### config.mk
export PLATFORM = sky130hd
export DESIGN_NAME = pmsc_sideband
export DESIGN_NICKNAME = d
export VERILOG_FILES = /design/src/pmsc_dummy_unused.v /design/src/pmsc_twi.v /design/src/pmsc_sideband.v
export VERILOG_INCLUDE_DIRS = /design/src
export SDC_FILE = /design/constraint.sdc
export NUM_CORES = 1
export LEC_CHECK = 0
export ABC_AREA = 1
export BUFFER_PORTS_ARGS = -buffer_cell sky130_fd_sc_hd__buf_4
export CAP_MARGIN = 20
export CORE_AREA = 2 2 116 118
export DETAILED_ROUTE_END_ITERATION = 8
export DIE_AREA = 0 0 118 120
export GPL_TIMING_DRIVEN = 0
export PLACE_DENSITY = 0.75
export SYNTH_ARGS = -nofsm -noshare
export SYNTH_HDL_FRONTEND = slang
export SYNTH_HIERARCHICAL = 1
export SYNTH_SLANG_ARGS = --single-unit
export TNS_END_PERCENT = 100
### constraint.sdc
create_clock -name clk -period 3.8 [get_ports clk]
set_clock_uncertainty 0.2 [all_clocks]
set_input_delay 0.19 -clock clk [delete_from_list [all_inputs] [get_ports clk]]
set_output_delay 0.19 -clock clk [all_outputs]
set_load 0.005 [all_outputs]
### src/pmsc_consts.vh
// constants for the pluggable module sideband control block
`ifndef PMSC_CONSTS_VH
`define PMSC_CONSTS_VH

// ----------------------------------------
// clock and timing
// ----------------------------------------
`define PMSC_CLK_MHZ        50
`define PMSC_RESET_MIN_NS   2000
`define PMSC_RESET_MIN_CYC  ((`PMSC_RESET_MIN_NS * `PMSC_CLK_MHZ + 999) / 1000)
`define PMSC_INIT_NS        1000000
`define PMSC_INIT_CYC       ((`PMSC_INIT_NS * `PMSC_CLK_MHZ) / 1000)

// ----------------------------------------
// two-wire slave
// ----------------------------------------
`define PMSC_DEV_ADDR       7'h50

// ----------------------------------------
// memory map offsets
// ----------------------------------------
`define PMSC_REG_STATUS     8'h00
`define PMSC_REG_FLAGS      8'h01
`define PMSC_REG_LANE_DIS   8'h02
`define PMSC_REG_MASK       8'h03
`define PMSC_REG_CTRL       8'h04

// ----------------------------------------
// field positions and reset values
// ----------------------------------------
`define PMSC_ST_NOT_READY   0
`define PMSC_ST_INT_PEND    1
`define PMSC_ST_LP_PIN      2
`define PMSC_ST_PWR_HIGH    3
`define PMSC_FL_RESET_DONE  0
`define PMSC_FL_FAULT_LSB   4
`define PMSC_CTRL_FORCE_LP  0
`define PMSC_LANE_DIS_RST   4'h0
`define PMSC_MASK_RST       8'h00
`define PMSC_CTRL_RST       8'h00

`endif

### src/pmsc_dummy_unused.v
// spare design file, holds no logic
`default_nettype none
`default_nettype wire

### src/pmsc_twi.v
// two-wire serial slave with select gating and auto-incrementing pointer
`default_nettype none
`include "pmsc_consts.vh"

module pmsc_twi #(
  parameter [6:0] DEV_ADDR = `PMSC_DEV_ADDR
) (
  input  wire       clk,
  input  wire       rst_n,
  input  wire       sel,
  input  wire       scl_in,
  input  wire       sda_in,
  output wire       sda_out,
  output reg        sda_oe,
  output reg  [7:0] reg_addr,
  output reg        wr_stb,
  output reg  [7:0] wr_data,
  output reg        rd_stb,
  input  wire [7:0] rd_data
);
  localparam [2:0] S_IDLE = 3'd0, S_ADDR = 3'd1, S_ACKA = 3'd2, S_WDAT = 3'd3,
                   S_ACKW = 3'd4, S_RDAT = 3'd5, S_ACKR = 3'd6;

  reg [1:0] scl_m_r, sda_m_r;
  reg       scl_d_r, sda_d_r;
  reg [2:0] st_r;
  reg [3:0] cnt_r;
  reg [7:0] sh_r;
  reg       rw_r, first_r;
  wire scl_s = scl_m_r[1];
  wire sda_s = sda_m_r[1];
  wire start = scl_s & scl_d_r & sda_d_r & ~sda_s;
  wire stop  = scl_s & scl_d_r & ~sda_d_r & sda_s;
  wire rise  = scl_s & ~scl_d_r;
  wire fall  = ~scl_s & scl_d_r;

  assign sda_out = 1'b0; // open drain: only ever pulls low

  // pin synchronisers, second stage feeds all logic
  always @(posedge clk or negedge rst_n) begin
    if (!rst_n) begin
      scl_m_r <= 2'b11;
      sda_m_r <= 2'b11;
      scl_d_r <= 1'b1;
      sda_d_r <= 1'b1;
    end else begin
      scl_m_r <= {scl_m_r[0], scl_in};
      sda_m_r <= {sda_m_r[0], sda_in};
      scl_d_r <= scl_s;
      sda_d_r <= sda_s;
    end
  end

  // protocol engine
  always @(posedge clk or negedge rst_n) begin
    if (!rst_n) begin
      st_r <= S_IDLE; cnt_r <= 4'h0; sh_r <= 8'h00; rw_r <= 1'b0;
      first_r <= 1'b0; sda_oe <= 1'b0; reg_addr <= 8'h00;
      wr_stb <= 1'b0; wr_data <= 8'h00; rd_stb <= 1'b0;
    end else begin
      wr_stb <= 1'b0;
      rd_stb <= 1'b0;
      if (rd_stb || wr_stb) reg_addr <= reg_addr + 8'h01; // pointer steps after the strobe
      if (start) begin
        st_r   <= sel ? S_ADDR : S_IDLE;
        cnt_r  <= 4'h0;
        sda_oe <= 1'b0;
      end else if (stop || !sel) begin
        st_r   <= S_IDLE;
        sda_oe <= 1'b0;
      end else if (rise) begin
        case (st_r)
          S_ADDR, S_WDAT: begin
            sh_r  <= {sh_r[6:0], sda_s};
            cnt_r <= cnt_r + 4'h1;
          end
          S_RDAT: begin
            sh_r  <= {sh_r[6:0], 1'b0};
            cnt_r <= cnt_r + 4'h1;
          end
          S_ACKR: if (sda_s) st_r <= S_IDLE; // master nack ends read
          default: ;
        endcase
      end else if (fall) begin
        case (st_r)
          S_ADDR: if (cnt_r == 4'h8) begin
            if (sh_r[7:1] == DEV_ADDR) begin
              st_r <= S_ACKA; sda_oe <= 1'b1; rw_r <= sh_r[0];
            end else begin
              st_r <= S_IDLE;
            end
          end
          S_ACKA, S_ACKR: begin
            cnt_r <= 4'h0;
            if (rw_r) begin
              st_r     <= S_RDAT;
              sh_r     <= rd_data;
              sda_oe   <= ~rd_data[7];
              rd_stb   <= 1'b1;
            end else begin
              st_r <= S_WDAT; sda_oe <= 1'b0; first_r <= 1'b1;
            end
          end
          S_WDAT: if (cnt_r == 4'h8) begin
            st_r <= S_ACKW; sda_oe <= 1'b1;
            if (first_r) begin
              reg_addr <= sh_r; first_r <= 1'b0;
            end else begin
              wr_stb <= 1'b1; wr_data <= sh_r;
            end
          end
          S_ACKW: begin
            st_r <= S_WDAT; sda_oe <= 1'b0; cnt_r <= 4'h0;
          end
          S_RDAT: begin
            if (cnt_r == 4'h8) begin
              st_r <= S_ACKR; sda_oe <= 1'b0;
            end else begin
              sda_oe <= ~sh_r[7];
            end
          end
          default: ;
        endcase
      end
    end
  end
endmodule // pmsc_twi
`default_nettype wire

### src/pmsc_sideband.v
// top of the pluggable module sideband control: pins, reset sequence, memory map
// How it works
// two-wire transactions answered only while module select is held low
// host drives one select line per module on a shared bus
// module reset held low past minimum pulse restores all defaults
// host ignores status bits until reset completion is signalled
// completion shown by interrupt low with not-ready flag cleared
// power-up runs the same completion sequence with no host reset
// low-power select level picks the maximum allowed power class
// presence line pulled to ground whenever the module is inserted
// interrupt pin pulled low on fault or critical status
// host reads status over two-wire bus to find interrupt source
// interrupt output is open drain, only pulling low or releasing
// memory map readable and writable over the two-wire lines
// each of four lanes addressable and individually shut down
// select, reset and low-power inputs pass two flip-flops first
`default_nettype none
`include "pmsc_consts.vh"

module pmsc_sideband #(
  parameter        LANES    = 4,
  parameter [31:0] INIT_CYC = `PMSC_INIT_CYC,
  parameter [6:0]  DEV_ADDR = `PMSC_DEV_ADDR
) (
  input  wire             clk,
  input  wire             nrst,
  input  wire             module_select_n,
  input  wire             module_reset_n,
  input  wire             low_power_select,
  input  wire             scl_in,
  input  wire             sda_in,
  output wire             sda_out,
  output wire             sda_oe,
  output wire             interrupt_out_n_out,
  output wire             interrupt_out_n_oe,
  output wire             module_present_n_out,
  output wire             module_present_n_oe,
  input  wire [LANES-1:0] lane_fault,
  output reg  [LANES-1:0] lane_shutdown,
  output reg              power_high_allowed,
  output reg              not_ready
);
  localparam [1:0] P_HELD = 2'd0, P_INIT = 2'd1, P_RUN = 2'd2;
  localparam [15:0] RST_MIN = `PMSC_RESET_MIN_CYC;

  // ----------------------------------------
  // reset release and input synchronisers
  // ----------------------------------------
  reg  [1:0] rst_sync_r;
  reg  [2:0] pin_m_r, pin_s_r;
  wire       rst_n = rst_sync_r[1];
  wire       sel_s = ~pin_s_r[0];
  wire       mrst_low = ~pin_s_r[1];
  wire       lp_s  = pin_s_r[2];

  // reset released through two flops
  always @(posedge clk or negedge nrst) begin
    if (!nrst) rst_sync_r <= 2'b00;
    else       rst_sync_r <= {rst_sync_r[0], 1'b1};
  end

  // select, module reset and low power through two flops
  always @(posedge clk or negedge rst_n) begin
    if (!rst_n) begin
      pin_m_r <= 3'b011;
      pin_s_r <= 3'b011;
    end else begin
      pin_m_r <= {low_power_select, module_reset_n, module_select_n};
      pin_s_r <= pin_m_r;
    end
  end

  // ----------------------------------------
  // module reset pulse filter and start-up sequence
  // ----------------------------------------
  reg  [15:0] rlow_cnt_r;
  reg  [31:0] init_cnt_r;
  reg  [1:0]  ph_r;
  wire        soft_rst = mrst_low && (rlow_cnt_r >= RST_MIN);
  wire        init_done = (ph_r == P_INIT) && (init_cnt_r == INIT_CYC - 32'd1);

  // count how long module reset has stayed low
  always @(posedge clk or negedge rst_n) begin
    if (!rst_n)          rlow_cnt_r <= 16'h0000;
    else if (!mrst_low)  rlow_cnt_r <= 16'h0000;
    else if (!soft_rst)  rlow_cnt_r <= rlow_cnt_r + 16'h0001;
  end

  // phase: held in reset, initialising, running
  always @(posedge clk or negedge rst_n) begin
    if (!rst_n) begin
      ph_r       <= P_INIT;
      init_cnt_r <= 32'h0000_0000;
    end else begin
      case (ph_r)
        P_HELD: if (!mrst_low) begin
          ph_r <= P_INIT;
          init_cnt_r <= 32'h0000_0000;
        end
        P_INIT: begin
          if (soft_rst) ph_r <= P_HELD;
          else if (init_done) ph_r <= P_RUN;
          init_cnt_r <= init_cnt_r + 32'h0000_0001;
        end
        P_RUN: if (soft_rst) ph_r <= P_HELD;
        default: ph_r <= P_HELD;
      endcase
    end
  end

  // ----------------------------------------
  // two-wire slave
  // ----------------------------------------
  wire [7:0] reg_addr, wr_data;
  wire       wr_stb, rd_stb;
  reg  [7:0] rd_data;

  pmsc_twi #(.DEV_ADDR(DEV_ADDR)) u_twi (
    .clk      (clk),
    .rst_n    (rst_n),
    .sel      (sel_s),
    .scl_in   (scl_in),
    .sda_in   (sda_in),
    .sda_out  (sda_out),
    .sda_oe   (sda_oe),
    .reg_addr (reg_addr),
    .wr_stb   (wr_stb),
    .wr_data  (wr_data),
    .rd_stb   (rd_stb),
    .rd_data  (rd_data)
  );

  // ----------------------------------------
  // memory map
  // ----------------------------------------
  reg  [7:0]       mask_r, ctrl_r;
  reg              rdone_r;
  reg  [LANES-1:0] fault_r;
  reg  [7:0]       rd_seen_r;
  wire [7:0]       flags = {fault_r, 3'b000, rdone_r};
  wire             int_pend = |(flags & ~mask_r);
  wire             flags_rd = rd_stb && (reg_addr == `PMSC_REG_FLAGS);
  wire             held = (ph_r == P_HELD);
  wire [7:0]       status = {4'h0, power_high_allowed, lp_s, int_pend, not_ready};

  // writable registers, all back to defaults on module reset
  always @(posedge clk or negedge rst_n) begin
    if (!rst_n) begin
      lane_shutdown <= `PMSC_LANE_DIS_RST;
      mask_r        <= `PMSC_MASK_RST;
      ctrl_r        <= `PMSC_CTRL_RST;
    end else if (held) begin
      lane_shutdown <= `PMSC_LANE_DIS_RST;
      mask_r        <= `PMSC_MASK_RST;
      ctrl_r        <= `PMSC_CTRL_RST;
    end else if (wr_stb) begin
      case (reg_addr)
        `PMSC_REG_LANE_DIS: lane_shutdown <= wr_data[LANES-1:0];
        `PMSC_REG_MASK:     mask_r <= wr_data;
        `PMSC_REG_CTRL:     ctrl_r <= wr_data;
        default: ;
      endcase
    end
  end

  // byte handed to the shifter, so clear-on-read drops only bits the host saw
  always @(posedge clk or negedge rst_n) begin
    if (!rst_n) rd_seen_r <= 8'h00;
    else        rd_seen_r <= rd_data;
  end

  // reset-done flag: set wins over clear-on-read
  always @(posedge clk or negedge rst_n) begin
    if (!rst_n)         rdone_r <= 1'b0;
    else if (held)      rdone_r <= 1'b0;
    else if (init_done) rdone_r <= 1'b1;
    else if (flags_rd && rd_seen_r[`PMSC_FL_RESET_DONE]) rdone_r <= 1'b0;
  end

  // per-lane sticky fault flags
  genvar i;
  generate
    for (i = 0; i < LANES; i = i + 1) begin : g_lane
      always @(posedge clk or negedge rst_n) begin
        if (!rst_n)             fault_r[i] <= 1'b0;
        else if (held)          fault_r[i] <= 1'b0;
        else if (lane_fault[i]) fault_r[i] <= 1'b1;
        else if (flags_rd && rd_seen_r[`PMSC_FL_FAULT_LSB + i]) fault_r[i] <= 1'b0;
      end
    end
  endgenerate

  // read mux, unmapped offsets read zero
  always @* begin
    case (reg_addr)
      `PMSC_REG_STATUS:   rd_data = status;
      `PMSC_REG_FLAGS:    rd_data = flags;
      `PMSC_REG_LANE_DIS: rd_data = {{(8-LANES){1'b0}}, lane_shutdown};
      `PMSC_REG_MASK:     rd_data = mask_r;
      `PMSC_REG_CTRL:     rd_data = ctrl_r;
      default:            rd_data = 8'h00;
    endcase
  end

  // ----------------------------------------
  // status outputs and pins
  // ----------------------------------------
  reg int_drive_r;

  // not-ready flag and power class
  always @(posedge clk or negedge rst_n) begin
    if (!rst_n) begin
      not_ready          <= 1'b1;
      power_high_allowed <= 1'b0;
      int_drive_r        <= 1'b0;
    end else begin
      not_ready          <= (ph_r != P_RUN) && !init_done;
      power_high_allowed <= !lp_s && !ctrl_r[`PMSC_CTRL_FORCE_LP] && (ph_r == P_RUN);
      int_drive_r        <= int_pend && !held;
    end
  end

  // open-drain interrupt: pulls low or releases
  assign interrupt_out_n_out = 1'b0;
  assign interrupt_out_n_oe  = int_drive_r;

  // presence pin tied to ground inside the module
  assign module_present_n_out = 1'b0;
  assign module_present_n_oe  = 1'b1;
endmodule // pmsc_sideband
`default_nettype wire

After elaboration in Yosys (flattened, before gate mapping) --
Cells that the tools add are included.
Storage, ports and cells: register bits after elaboration 136, input port bits 11, output and inout port bits 12
Operators by class: add/sub/neg operators 4, $lt $le $gt $ge 1, equal/unequal tests 34, multiplexer cells 92, bitwise logic cells 20, reduce and logical (&&, ||, !) cells 57
Operators by type and width (count):
- 8-bit 2-to-1 mux | 18
- 32-bit one-hot mux with 2 select lines | 1
- 1-bit 2-to-1 mux | 40
- 8-bit one-hot mux with 5 select lines | 1
- 4-bit 2-to-1 mux | 9
- 32-bit by 1-bit adder with 32-bit output (second input constant) | 1
- 32-bit by 16-bit == test with 1-bit output (second input constant) | 1
- 16-bit 2-to-1 mux | 2
- 32-bit 2-to-1 mux | 1
- 3-bit 2-to-1 mux | 10
- 7-bit AND reduction | 4
- 3-bit nonzero test | 8
- 2-bit nonzero test | 9
- 16-bit by 1-bit adder with 16-bit output (second input constant) | 1
- 8-bit by 2-bit == test with 1-bit output (second input constant) | 2
- 16-bit by 7-bit >= comparator with 1-bit output (second input constant) | 1
- 8-bit one-hot mux with 2 select lines | 1
- 5-bit by 1-bit != test with 1-bit output (second input constant) | 3
- 3-bit one-hot mux with 5 select lines | 1
- 1-bit logical AND | 12
- 4-bit by 1-bit != test with 1-bit output (second input constant) | 3
- 6-bit AND reduction | 2
- 1-bit NOT | 11
- 2-bit 2-to-1 mux | 5
- other kinds (36) | 61

Longest topological paths before layout --
depth in word-level cells 11, gate-level depth with buffers 14

Hierarchy --
The synthesis kept the hierarchy.
Modules (own cells, without submodules):
- pmsc_sideband | times used 1, cells an instance 642, area an instance 4782.1 um^2, seq. area each 2284.7 um^2
- pmsc_twi | times used 1, cells an instance 296, area an instance 2343.5 um^2, seq. area each 1058.5 um^2

Worst setup path after synthesis --
OpenSTA, ideal clock, no wires.
path type reg2reg, from reg u_twi.reg_addr[3], to reg u_twi.sda_oe, library setup time 0.119 ns, data arrival time 1.684 ns, required time 3.481 ns, slack 1.797 ns, cell stages (with the launch flop) 14, buffers on the path 0, path through dfrtp_1 or2_4 nor2_4 nand2_2 nor2_2 nand2_1 o211ai_1 nor2_1 nand2_1 nand2_1 nor2_1 nand3_1 nand2_1 nor2_1
On the way: longest elaborated chain between the ends 9, elaborated cells between the ends (all ways) 13, those cells by class 4 x eq/ne; 7 x mux; 1 x bitwise; 1 x reduce/logical
Ends and longest elaborated chain:
- from (decl) | RTL line pmsc_twi.v:15 | output reg [7:0] reg_addr,
- from (signal assigned) | RTL line pmsc_twi.v:63 | if (rd_stb || wr_stb) reg_addr <= reg_addr + 8'h01;
- 8-bit by 3-bit == test with 1-bit output (tied with other cells) | RTL line pmsc_sideband.v:195 | case (reg_addr)
- 8-bit one-hot mux with 5 select lines (*) | RTL line pmsc_sideband.v:195
- net rd_data[7] | RTL line pmsc_sideband.v:116 | reg [7:0] rd_data;
- 1-bit NOT (*) | RTL line pmsc_twi.v:98 | sda_oe <= ~rd_data[7];
- 1-bit 2-to-1 mux (*) | RTL line pmsc_twi.v:95 | if (rw_r) begin
- 1-bit one-hot mux with 5 select lines (*) | RTL line pmsc_twi.v:85 | case (st_r)
- 1-bit 2-to-1 mux (*) | RTL line pmsc_twi.v:84 | end else if (fall) begin
- 1-bit 2-to-1 mux (*) | RTL line pmsc_twi.v:71 | end else if (rise) begin
- 1-bit 2-to-1 mux (*) | RTL line pmsc_twi.v:68 | end else if (stop || !sel) begin
- 1-bit 2-to-1 mux (*) | RTL line pmsc_twi.v:64 | if (start) begin
- to (signal assigned) | RTL line pmsc_twi.v:98
- to (signal assigned) | RTL line pmsc_twi.v:119 | sda_oe <= ~sh_r[7];
- to (decl) | RTL line pmsc_twi.v:14 | output reg sda_oe,
The timed path passes the listed nets; every way through them passes the cells marked *. The select of a mux whose other input is x is not followed. A chain may end at the register's enable or synchronous reset.

Final worst setup path --
Same ends and word-level chain as after synthesis.

==> results.yml <==
status:
  status: "finished, final reports clean"
critical_path:
  worst-endpoint-arrival_ns: 2.56
  critical_path_required_ns: 3.91
  timing.critical_path.cells: "or2_4 -> nor2_4 -> nand2_2 -> nor2_2 -> nand2_1 -> o211ai_1 -> nor2_1 -> nand2_1 -> nand2_1 -> nor2_1 -> nand3_1 -> nand2_1 -> nor2_1"
  cp_slowest_cell: "dfrtp_1"
  worst-setup-path-type: "reg2reg"
  setup.worst_path.end_class: "flip-flop"
  cp_max_fo: 8
  crit_top_cell: "nand2_1"
  highest_cell_delay_on_the_worst_timing_path_ns: 0.44
  startpoint_type: "flip-flop"
cells_and_area:
  final_common_cell: "nand2_1"
  util_after_layout: 0.637
  diodes: 0
  layout-drive-gt1-share: 0.142
  mostFrequentLayoutCells: "nand2_1 (286), dfrtp_1 (120), inv_1 (114)"
  area_growth_syn_to_layout_pct: 16.0
  postLayoutCellArea_um2: 8270
  fin_nets: 1010
  final.fill_count: 1145
clock_tree:
  cts.repair.resized: 0
  clk-insertion-delay-late_ns: 0.43
  tritoncts.num_buffers: 17
  cts_max_path_buffers: 2
  cts_setup_buffers: 0
  cts_root_buf: "clkbuf_16"
  tritoncts_clock_tree: "done"
  htree_levels: 4
  cts_sinks: 133
  cts.clk_slew.worst_paths_ns: 0.06
timing:
  final.setup.tns_ns: 0
  slew_headroom: 0.486
  min_period_over_period: 0.643
  final.min_clock_period_ns: 2.44
  final_max_slew_viol_count: 0
  setup_viol: 0
  worst_pin_slew_ns: 0.765
  hold_viol: 0
  maxClockFrequency_mhz: 409
  setup_repair_after_global_routing_missed_its_margin: "no"
detailed_routing:
  remaining_drc_errors: 0
  routedWlPerCell_um: 14.1
  dr.pass1.iters: 5
  number_of_drc_violations_after_detailed_routing_iteration_0: 471
  num_vias: 6165
  final_antenna_net_count: 0
  drt-total-wl_um: 16600
  viasPerCell: 5.23
placed_design:
  gp_congestion: 0.882
  place_hpwl_um: 11900
  buffer_ports.inserted: 18
  placement.cell_area_um2: 7540
floorplan:
  floorplan.die.width_um: 118
  die-area_um2: 14200
  std_cell_rows: 42
  floorplan.die.height_um: 120
  design.core.area_um2: 13000
  floorplan.initialDensity: 0.549
  top_level_ports: 23
grt:
  maximum_number_of_pins_on_one_net_before_global_route_repair: 52
  grt_first_pass_wirelength_um: 27900
  grtUsageTotal: 0.248
  first_global_vias: 5881
  global_route_congestion_overflow_total: 0
  grt_antenna_before_repair: 0
power_and_ir_drop:
  power.ir.vdd_worst_uv: 378
  power.static_leakage_nw: 4.00
  power.density_nw_per_um2: 433
synth:
  ys_seq_elements: 133
  post_synth_edffs: 0
  netlist_area_um2: 7130
  post_synth_num_cell_types: 41
  synth_seq_area_share: 0.469
  synth-main-ff-cell: "dfrtp_1"
  syn_area_per_cell_um2: 7.60
  async_reset_ff_frac: 1.00
  ys_warn_count: 6
  synthesis.instances: 938
hold_path:
  hold_crit_path_type: "reg2async"
flow_run:
  maxCapViolCount: 0
final timing paths:
kind / start / endpoint / slack, ns / cells past startpoint
min: rst_sync_r[1]$_DFF_PN0_ / rlow_cnt_r[0]$_DFFE_PN0P_ / 0.14 / 0
max in group asynchronous: rst_sync_r[1]$_DFF_PN0_ / not_ready$_DFF_PN1_ / 2.57 / 1
max: u_twi/reg_addr[3]$_DFF_PN0_ / u_twi/sda_oe$_DFFE_PN0P_ / 1.36 / 13
max reg2reg: u_twi/reg_addr[3]$_DFF_PN0_ / u_twi/sda_oe$_DFFE_PN0P_ / 1.36 / 13
min in group clk: rst_sync_r[0]$_DFF_PN0_ / rst_sync_r[1]$_DFF_PN0_ / 0.15 / 0
min reg2reg: rst_sync_r[1]$_DFF_PN0_ / rlow_cnt_r[0]$_DFFE_PN0P_ / 0.14 / 0
registers in the layout (all words and copies together) (netlist names), 2 cells and up:
name	cells
mask_r	8
u_twi/reg_addr	8
u_twi/scl_m_r	2
rst_sync_r	2
u_twi/st_r	3
u_twi/sda_m_r	2
u_twi/wr_data	8
pin_m_r	3
ctrl_r	8
u_twi/cnt_r	4
init_cnt_r	32
rlow_cnt_r	16
u_twi/sh_r	8
fault_r	4
lane_shutdown	4
ph_r	2
pin_s_r	3
rd_seen_r	5
metal layers:
| layer | wire [um] | vias to the layer above | global-route usage |
|---|---|---|---|
| met1 | 7500 | 2895 | 0.318 |
| met5 | 0 | - | 0 |
| met2 | 7780 | 151 | 0.399 |
| li1 | - | 3071 | - |
| met4 | 573 | 0 | 0.111 |
| met3 | 745 | 48 | 0.0637 |
worst max-delay path: cells and delay by family (launching register included):
family           cells  cell delay [ns]
AND/OR/NAND/NOR     12             1.49
AO/OA/AOI/OAI        1             0.21
flip-flops           1             0.44
power by group:
part	switching (W)	internal, W	total (W)
sequential	0.0000816	0.00148	0.00157
clock	0.000638	0.00108	0.00172
combinational	0.000183	0.000110	0.000293
total	0.000903	0.00268	0.00358
cell type report:
| cell class | instances | area (um^2) | share of cell area |
|---|---|---|---|
| buffer | 16 | 103 | 0.0124 |
| inverter | 121 | 457 | 0.0552 |
| clock buffer | 20 | 467 | 0.0564 |
| multi-input combinational | 670 | 3230 | 0.391 |
| timing repair buffer | 31 | 293 | 0.0354 |
| tap | 176 | 220 | 0.0266 |
| sequential | 133 | 3350 | 0.405 |
| clock inverter | 12 | 153 | 0.0185 |
logic make-up (layout without fill, tap and decap cells):
| logic type | Yosys count | count (layout) | share of synthesized area |
|---|---|---|---|
| AO/OA/AOI/OAI | 95 | 95 | 0.0797 |
| XOR/XNOR | 9 | 9 | 0.0111 |
| other | 3 | 5 | 0.00158 |
| buffers and inverters | 137 | 200 | 0.0785 |
| adder cells (fa/ha/maj) | 9 | 9 | 0.0158 |
| AND/OR/NAND/NOR | 552 | 552 | 0.344 |
| flip-flops | 133 | 133 | 0.469 |
stage by stage:
| stage | hold WS (ns) | instances | power, W | setup WS, ns |
|---|---|---|---|---|
| 2_1_floorplan | -0.306 | 940 | 0.00178 | 1.40 |
| 3_3_place_gp | -0.226 | 1134 | 0.00186 | 0.564 |
| 3_5_place_dp | -0.226 | 1136 | 0.00187 | 1.37 |
| 4_1_cts | 0.150 | 1179 | 0.00360 | 1.35 |
| 5_1_grt | 0.152 | 1179 | 0.00371 | 1.11 |
| 6_report | 0.145 | 1179 | 0.00358 | 1.36 |
repair_timing:
action,in CTS,in global routing
hold buffers,11,0
hold endpoints to repair,11,0
setup endpoints to repair,0,0
synthesized netlist by cell type (4+ instances only):
master / number / area [um^2]
a21oi_1: 25 / 125
buf_2: 7 / 35.0
buf_4: 5 / 37.5
dfrtp_1: 121 / 3030
dfstp_2: 12 / 315
ha_1: 9 / 113
inv_1: 114 / 428
inv_2: 5 / 18.8
nand2_1: 286 / 1070
nand2_2: 11 / 68.8
nand3_1: 72 / 360
nand4_1: 18 / 113
nor2_1: 111 / 417
nor2_2: 9 / 56.3
nor2_4: 9 / 101
nor3_1: 20 / 100
o211ai_1: 4 / 30.0
o21ai_0: 36 / 180
o21ai_1: 4 / 20.0
o21ai_2: 17 / 149
o22ai_1: 5 / 31.3
xor2_1: 7 / 61.3
(Power assumes the default switching activity.)
